### src/core/ugc_pkg.sv
// constants and carrier types for the general command handler
// How it works
// - ack-setup command re-enables control buffer commands
// - setup arrival blocks control buffer commands
// - codes A0..AF read one endpoint status byte
// - each transaction replaces endpoint status
// - bit 7 flags event before previous read
// - bit 6 holds last received data toggle
// - fault code bits 4..1, success bit 0
// - codes 0..3: none, pid check, unknown, unexpected
// - codes 4..9: crc, timeout, babble, eop, nak
// - codes A..C: stall, overflow, empty iso packet
// - codes D..F: stuffing, sync, wrong toggle
// - suspend blocks writes until unlocked after resume
// - unlock needs key AA37, low byte first
// - 16-bit scratch, B2 writes, B3 reads
// - B4 returns last good frame number
// - frame number low byte first, one or two
// - frame number is 11 bits, upper zero
// - frame number undefined after bus reset
// - select high for command, low for data
package ugc_pkg;
    localparam logic [7:0] CMD_ACK_SETUP = 8'hF4;
    localparam logic [3:0] CMD_ERR_NIBBLE = 4'hA;
    localparam logic [7:0] CMD_UNLOCK = 8'hB0;
    localparam logic [7:0] CMD_SCR_WR = 8'hB2;
    localparam logic [7:0] CMD_SCR_RD = 8'hB3;
    localparam logic [7:0] CMD_FRAME_RD = 8'hB4;
    localparam logic [15:0] UNLOCK_KEY = 16'hAA37;
    localparam logic [15:0] SCRATCH_RST = 16'h0000;
    localparam int FRAME_W = 11;
    localparam int ST_OVERRUN = 7;
    localparam int ST_TOGGLE = 6;
    localparam int ST_FAULT_LO = 1;
    localparam int ST_OK = 0;

    typedef enum logic [3:0] {
        FLT_NONE = 4'h0, FLT_PID_CHECK = 4'h1, FLT_PID_UNKNOWN = 4'h2, FLT_UNEXPECTED = 4'h3,
        FLT_TOKEN_CRC = 4'h4, FLT_DATA_CRC = 4'h5, FLT_TIMEOUT = 4'h6, FLT_BABBLE = 4'h7,
        FLT_EARLY_EOP = 4'h8, FLT_NAK = 4'h9, FLT_STALL = 4'hA, FLT_OVERFLOW = 4'hB,
        FLT_EMPTY_ISO = 4'hC, FLT_BITSTUFF = 4'hD, FLT_SYNC = 4'hE, FLT_TOGGLE = 4'hF
    } ugc_fault_t;

    typedef enum logic [2:0] {
        PH_IDLE = 3'h0, PH_WR_LO = 3'h1, PH_WR_HI = 3'h3, PH_RD_LO = 3'h2, PH_RD_HI = 3'h6
    } ugc_phase_t;

    typedef struct packed {
        logic wr;
        logic rd;
        logic cmdDataSelect;
        logic wide;
        logic [15:0] data;
    } ugc_bus_t;

    typedef struct packed {
        logic done;
        logic [3:0] ep;
        logic ok;
        logic rxData;
        logic toggle;
        ugc_fault_t fault;
    } ugc_txn_t;

    typedef struct packed {
        logic valid;
        logic [FRAME_W-1:0] frame;
    } ugc_sof_t;
endpackage : ugc_pkg

### src/core/ugc_cmd.sv
// general command handler: setup ack, error codes, unlock, scratch, frame number
`timescale 1ns/1ps
module ugc_cmd import ugc_pkg::*; #(
    parameter int NUM_EP = 16
) (
    input wire logic ref_clk, // system clock, 40 MHz
    input wire logic arst_n, // async reset, active low
    input wire ugc_bus_t bus, // processor command/data strobe and word
    input wire ugc_txn_t txn, // transaction result from the serial engine
    input wire ugc_sof_t sof, // good start-of-frame with its number
    input wire logic setupRcvd, // setup packet arrived, pulse
    input wire logic suspend, // bus suspend level
    output logic [15:0] readData, // data for the next read strobe
    output logic ctrlBufCmdEnable, // control validate/clear allowed
    output logic writeLocked // register and fifo writes blocked
);
    initial begin
        if (NUM_EP < 2 || NUM_EP > 16) begin
            $error("NUM_EP must lie in 2..16");
        end
    end

    typedef struct packed {
        ugc_phase_t phase;
        logic wrScratch;
        logic [7:0] wrLow;
        logic [15:0] rdWord;
        logic rdErr;
        logic [3:0] rdEp;
        logic [15:0] readData;
        logic [15:0] scratch;
        logic [FRAME_W-1:0] frame;
        logic setupBlocked;
        logic writeLocked;
        logic [NUM_EP-1:0] pending;
        logic [NUM_EP-1:0][7:0] status;
    } ugc_state_t;

    localparam ugc_state_t ST_RST = '{phase: PH_IDLE, scratch: SCRATCH_RST, default: '0};

    ugc_state_t st;
    ugc_state_t next_st;

    logic cmdWr;
    logic datWr;
    logic datRd;
    logic [7:0] code;
    logic ackCmd;
    logic errCmd;
    logic scrCmd;
    logic frameCmd;
    logic keyHit;
    logic errRdDone;
    logic txnValid;

    // upper command byte on a wide bus is never looked at
    assign cmdWr = bus.wr & bus.cmdDataSelect;
    assign datWr = bus.wr & ~bus.cmdDataSelect;
    assign datRd = bus.rd & ~bus.cmdDataSelect;
    assign code = bus.data[7:0];
    assign ackCmd = cmdWr && code == CMD_ACK_SETUP;
    assign errCmd = cmdWr && code[7:4] == CMD_ERR_NIBBLE && 32'(code[3:0]) < NUM_EP;
    assign scrCmd = cmdWr && code == CMD_SCR_RD;
    assign frameCmd = cmdWr && code == CMD_FRAME_RD;
    assign txnValid = txn.done && 32'(txn.ep) < NUM_EP;
    assign errRdDone = datRd && st.phase == PH_RD_LO && st.rdErr;

    always_comb begin
        logic [15:0] word;
        logic doWrite;
        logic [7:0] entry;
        next_st = st;
        word = 16'h0000;
        doWrite = 1'b0;
        entry = 8'h00;
        keyHit = 1'b0;

        if (cmdWr) begin
            // a new command abandons any half-done transfer
            next_st.phase = PH_IDLE;
            next_st.rdErr = 1'b0;
            case (code)
                CMD_ACK_SETUP: begin
                    next_st.setupBlocked = 1'b0;
                end
                CMD_UNLOCK: begin
                    next_st.phase = PH_WR_LO;
                    next_st.wrScratch = 1'b0;
                end
                CMD_SCR_WR: begin
                    // refused while locked: the data phase falls on idle and is dropped
                    if (!st.writeLocked) begin
                        next_st.phase = PH_WR_LO;
                        next_st.wrScratch = 1'b1;
                    end
                end
                CMD_SCR_RD: begin
                    next_st.rdWord = st.scratch;
                    next_st.readData = bus.wide ? st.scratch : {8'h00, st.scratch[7:0]};
                    next_st.phase = PH_RD_LO;
                end
                CMD_FRAME_RD: begin
                    next_st.rdWord = {{(16 - FRAME_W){1'b0}}, st.frame};
                    next_st.readData = bus.wide ? {{(16 - FRAME_W){1'b0}}, st.frame} : {8'h00, st.frame[7:0]};
                    next_st.phase = PH_RD_LO;
                end
                default: begin
                    if (errCmd) begin
                        next_st.rdErr = 1'b1;
                        next_st.rdEp = code[3:0];
                        next_st.readData = {8'h00, st.status[code[3:0]]};
                        next_st.phase = PH_RD_LO;
                    end
                end
            endcase
        end else if (datWr) begin
            case (st.phase)
                PH_WR_LO: begin
                    if (bus.wide) begin
                        word = bus.data;
                        doWrite = 1'b1;
                    end else begin
                        next_st.wrLow = bus.data[7:0];
                        next_st.phase = PH_WR_HI;
                    end
                end
                PH_WR_HI: begin
                    word = {bus.data[7:0], st.wrLow};
                    doWrite = 1'b1;
                end
                default: begin
                end
            endcase
        end else if (datRd) begin
            case (st.phase)
                PH_RD_LO: begin
                    if (st.rdErr) begin
                        next_st.pending[st.rdEp] = 1'b0;
                        next_st.rdErr = 1'b0;
                        next_st.phase = PH_IDLE;
                    end else if (bus.wide) begin
                        next_st.phase = PH_IDLE;
                    end else begin
                        next_st.readData = {8'h00, st.rdWord[15:8]};
                        next_st.phase = PH_RD_HI;
                    end
                end
                PH_RD_HI: begin
                    next_st.phase = PH_IDLE;
                end
                default: begin
                end
            endcase
        end

        if (doWrite) begin
            next_st.phase = PH_IDLE;
            if (st.wrScratch) begin
                if (!st.writeLocked) begin
                    next_st.scratch = word;
                end
            end else if (word == UNLOCK_KEY) begin
                keyHit = 1'b1;
                next_st.writeLocked = 1'b0;
            end
        end

        // hardware events come last so that they win over any clear
        if (suspend) begin
            next_st.writeLocked = 1'b1;
        end
        if (setupRcvd) begin
            next_st.setupBlocked = 1'b1;
        end
        // after a bus reset the number stays stale until the next good frame
        if (sof.valid) begin
            next_st.frame = sof.frame;
        end
        if (txnValid) begin
            // pending already dropped if this cycle's read took the old value
            entry[ST_OVERRUN] = next_st.pending[txn.ep];
            entry[ST_TOGGLE] = (txn.ok && txn.rxData) ? txn.toggle : st.status[txn.ep][ST_TOGGLE];
            entry[ST_FAULT_LO +: 4] = txn.fault;
            entry[ST_OK] = txn.ok;
            next_st.status[txn.ep] = entry;
            next_st.pending[txn.ep] = 1'b1;
        end
    end

    always_ff @(posedge ref_clk or negedge arst_n) begin
        if (!arst_n) begin
            st <= ST_RST;
        end else begin
            st <= next_st;
        end
    end

    assign readData = st.readData;
    assign ctrlBufCmdEnable = ~st.setupBlocked;
    assign writeLocked = st.writeLocked;
endmodule : ugc_cmd

### config.mk
export PLATFORM = sky130hd
export DESIGN_NAME = ugc_cmd
export DESIGN_NICKNAME = d
export VERILOG_FILES = /design/src/core/ugc_pkg.sv /design/src/core/ugc_cmd.sv
export SDC_FILE = /design/constraint.sdc
export NUM_CORES = 1
export LEC_CHECK = 0
export ABC_CLOCK_PERIOD_IN_PS = 3700
export BUFFER_PORTS_ARGS = -buffer_cell sky130_fd_sc_hd__buf_2
export CAP_MARGIN = 20
export CORE_MARGIN = 2
export CORE_UTILIZATION = 45
export DETAILED_ROUTE_END_ITERATION = 12
export GPL_TIMING_DRIVEN = 0
export MAX_ROUTING_LAYER = met4
export PLACE_DENSITY_LB_ADDON = 0.08
export SLEW_MARGIN = 20
export SYNTH_ARGS = -nofsm -noshare
export SYNTH_HDL_FRONTEND = slang
export SYNTH_SLANG_ARGS = --single-unit
### constraint.sdc
create_clock -name ref_clk -period 3.7 [get_ports ref_clk]
set_input_delay 0.37 -clock ref_clk [delete_from_list [all_inputs] [get_ports ref_clk]]
set_output_delay 0.37 -clock ref_clk [all_outputs]
set_load 0.05 [all_outputs]
Word-level counts from Yosys, hierarchy flattened
Index checks and enable logic that the tools add are counted.
Operators by class
  bitwise logic cells: 12
  muxes and demuxes: 64
  order comparisons: 5
  reductions and logical operators: 27
  equal/unequal tests: 20
Operators with widths (number)
  $mux 16: 15
  $mux 144: 1
  $bwmux 128: 1
  $bmux 8 s4: 2
  $pmux 16 s2: 2
  $pmux 16 s3: 1
  $eq 8x8->1 const B: 5
  $demux 8 s4: 1
  $mux 3: 8
  $mux 21: 1
  $mux 1: 18
  $and 16x16->16: 1
  $eq 16x16->1 const B: 1
  $mux 8: 2
  $not 16->16: 1
  $or 16x16->16: 1
  $reduce_bool 2->1: 8
  $lt 4x5->1 const B: 3
  $reduce_and 3->1: 5
  $pmux 3 s4: 1
  $mux 11: 1
  $demux 1 s4: 2
  $ge 4x1->1 const B: 2
  $ne 2x2->1 const B: 4
  25 further kinds: 41
Word-level totals
  bits of input ports: 48
  flip-flop bits (word level): 222
  output and inout port bits: 18

Logic depth before layout (Yosys ltp)
  word-level depth: 15
  gate-level depth with buffers: 8

Worst setup path before layout
No wires, ideal clock.
  kind: in2reg
  start: input bus[0] (netlist name)
  end: register st, in the netlist readData[6]
  path slack: 1.596 ns
  data required time: 3.575 ns
  library setup time: 0.125 ns
  stages: 7
  data arrival time: 1.979 ns
  cell sequence: buf_6 > buf_2 > mux4_2 > nand4_1 > o221ai_1 > o32a_1 > mux2_2
Between the ends
  longest elaborated chain between the ends: 5
  elaborated cells on any way between the ends: 14
  classes of those cells: 7 x eq/ne; 5 x mux; 2 x reduce/logical
RTL lines
  from (decl): line ugc_cmd.sv:8  | input wire ugc_bus_t bus,
  $bmux 8 s4: line ugc_cmd.sv:111  | next_st.readData = {8'h00, st.status[code[3:0]]};
  $mux 8 (not written as such): line ugc_cmd.sv:111
  $mux 21: line ugc_cmd.sv:108  | if (errCmd) begin
  $pmux 16 s3: line ugc_cmd.sv:82  | case (code)
  $mux 16: line ugc_cmd.sv:78  | if (cmdWr) begin
  to (signal assigned): line ugc_cmd.sv:194  | st <= next_st;
  to (decl): line ugc_cmd.sv:41  | ugc_state_t st;
Parallel ways exist; a longest one is shown, timed or not. The select of a mux whose other input is x is not followed.
A chain may end at the register's enable or synchronous reset.

Worst setup path after layout
  start: input bus[2] (netlist name)
  end: register st, in the netlist readData[6]
Same word-level chain as after synthesis.

==> results.json <==
{
  "top_usage_layer": "met2",
  "max_cap_viol_count": 0,
  "crit_path_top_delay_cell": "buf_2",
  "drive_gt1_frac": 0.252,
  "route.detailed.drc": 0,
  "path_max_fanout": 10,
  "syn_area_sq_mm": 0.0102,
  "dp_hpwl_um": 19900,
  "die_h_um": 155,
  "clkTransAtPathRegs_ns": 0.06,
  "timing.hold.ws_ns": 0.0270,
  "fmax_mhz": 420,
  "synthTopCellsByArea": "dfrtp_1 (52%), nand2_1 (8.1%), mux2_2 (7.8%)",
  "grt_pass1_vias": 7467,
  "synth_top_family_by_area": "multiplexers",
  "grt_util_met3": 0.0384,
  "io_pins": 66,
  "p_per_area_mw_per_mm2": 539,
  "worst_setup_path_end_kind": "flop",
  "crit_top_cell": "buf_2",
  "peakVddDrop_mv": 0.295,
  "cts_sinks": 214,
  "start_util": 0.454,
  "finalSetupViolations": 0,
  "seq_area_frac_synth": 0.524,
  "final-seq-area_sq_mm": 0.00536,
  "cpPeakStageDelay_ns": 0.46,
  "globalRouteOverflowTotal": 0,
  "status": "complete, no violations",
  "num_vias": 7440,
  "syn_area_per_cell_sq_um": 11.0,
  "fp-row-count": 55,
  "rrSetupSlack_ns": 1.38,
  "gp_congestion": 0.864,
  "coreArea_sq_mm": 0.0225,
  "track_usage": 0.253,
  "drt-pass1-iter-count": 5,
  "hold_violations": 0,
  "worst_pin_slew_ns": 0.921,
  "synth_edf_count": 0,
  "final_common_cell": "nand2_1",
  "met1_usage": 0.368,
  "yosys.cell_types.count": 59,
  "antenna_found_initial": 1,
  "yosys.area.top_type_share": 0.524,
  "synth_fa_ha_area_frac": 0,
  "min_period_over_period": 0.643,
  "skew_ns": 0.0192,
  "startpoint_type": "input pin",
  "worstPathRequired_ns": 4.09,
  "synth_area_leader_cell": "dfrtp_1",
  "synthXorXnorAreaFrac": 0,
  "routed_via_density": 5.63,
  "grt_max_degree": 83,
  "grt_first_pass_wirelength_um": 44700,
  "final_cell_mix": "nand2_1 (221), dfrtp_1 (214), buf_2 (71), mux2_2 (71), o21ai_0 (48)",
  "route.detailed.wl_per_inst_um": 21.5,
  "synthMuxAreaShare": 0.171,
  "async_flop_share": 1.00,
  "drtAntennaViolNets": 0,
  "ys_ff_latch": 214,
  "htreeDepth": 1,
  "critPathKind": "input pin to flop",
  "rsz0062_at_grt": "no",
  "layout_min_cycle_time_ns": 2.38,
  "use_met2": 0.381,
  "cts-root-buf": "clkbuf_16",
  "synth_compound_area_frac": 0.0985,
  "crit_chain": "buf_2 > buf_2 > buf_2 > mux4_2 > mux2i_1 > nor2_1 > o32a_1 > mux2_2",
  "synth_top_flop_cell": "dfrtp_1",
  "insertion_delay_ns": 0.53,
  "drtIter0Drc": 525,
  "leakage_nw": 5.28,
  "wirelength_um": 28400,
  "dp_slack_ns": 0.793,
  "nNetsFinal": 1066,
  "netlist_instances": 929,
  "final_max_slew_viol_count": 0,
  "syn-num-nets": 977,
  "port_buffers": 60,
  "cts_made_buffers": 24,
  "yosysWarnings": 0,
  "relSlewSlack": 0.383,
  "multiInputGateArea_sq_mm": 0.00446,
  "fin_ws_ns": 1.32,
  "crit_arrival_ns": 2.77,
  "cts_resized": 0,
  "yosys.area_share.simple": 0.166,
  "area_growth_pct": 14.9,
  "floorplan.die_area_sq_mm": 0.0239,
  "cts_max_path_buffers": 3,
  "fillers": 2057,
  "hold_path_class": "input pin to flop",
  "tritoncts": "yes",
  "die_x_um": 155
}
==> Yosys cell counts, types with 14 or more instances <==
| library cell | instances |
|---|---|
| a21oi_1 | 33 |
| a22o_1 | 14 |
| and2_1 | 15 |
| buf_4 | 19 |
| clkbuf_1 | 32 |
| dfrtp_1 | 214 |
| mux2_2 | 71 |
| mux4_2 | 31 |
| nand2_1 | 221 |
| nand3b_1 | 15 |
| nor2_1 | 45 |
| o21ai_0 | 48 |
==> critical path: cells and delay by family <==
family,cells,cell delay [ns]
muxes,3,0.99
AOI/OAI and AO/OA,1,0.36
buffers and inverters,3,0.94
and+or+nand+nor,1,0.11
==> kinds of logic after synthesis <==
family	after synthesis
DFF	214
AOI/OAI and AO/OA	153
and+or+nand+nor	367
buffers and inverters	76
muxes	119
==> cell type report <==
class / instances / share of cell area
sequential: 214 / 0.456
multi-input combinational: 639 / 0.380
clock buffer: 31 / 0.0576
buffer: 73 / 0.0345
timing repair buffer: 63 / 0.0320
tap: 285 / 0.0304
clock inverter: 12 / 0.00863
inverter: 3 / 0.000959
antenna: 1 / 0.000213
==> repair_timing <==
action                                 4_1_cts  5_1_grt
setup buffers                                0        0
hold buffers                                 1        0
endpoints found under the hold margin       65        0
==> per-stage QoR <==
| stage | setup TNS, ns | instance area, sq um | instances | power (W) | utilization |
|---|---|---|---|---|---|
| after detailed placement | 0 | 10900 | 1276 | 0.00403 | 0.487 |
| after global routing | 0 | 11700 | 1321 | 0.00663 | 0.522 |
| after CTS | 0 | 11700 | 1320 | 0.00638 | 0.522 |
| after floorplan | 0 | 10200 | 929 | 0.00365 | - |
| after global placement | -340.32 | 10900 | 1274 | 0.00399 | 0.484 |
| final | 0 | 11700 | 1321 | 0.00633 | 0.522 |
==> metal layers <==
metal,wire [um],up-vias
li1,-,3476
met1,13600,3727
met2,12800,199
met3,1430,38
met4,540,0
met5,0,-
==> power by group <==
| group | leakage (nW) | switching, W | internal (W) |
|---|---|---|---|
| clock network | 0.387 | 0.000981 | 0.00136 |
| registers | 2.69 | 0.000207 | 0.00271 |
| logic | 2.21 | 0.000568 | 0.000503 |
==> worst paths after layout <==
kind / startpoint / endpoint / depth (start not counted)
setup / recovery: bus[2] / readData[6]$_DFFE_PN0P_ / 8
hold / removal: suspend / writeLocked$_DFFE_PN0P_ / 2
setup reg to reg: st[220]$_DFFE_PN0P_ / readData[7]$_DFFE_PN0P_ / 8
hold reg to reg: flop / flop / 2
max in group asynchronous: arst_n / asynchronous set/reset pin / 3
min in group asynchronous: arst_n / st[216]$_DFFE_PN0P_ / 2
No activity file was read; power rests on OpenSTA's default activity.
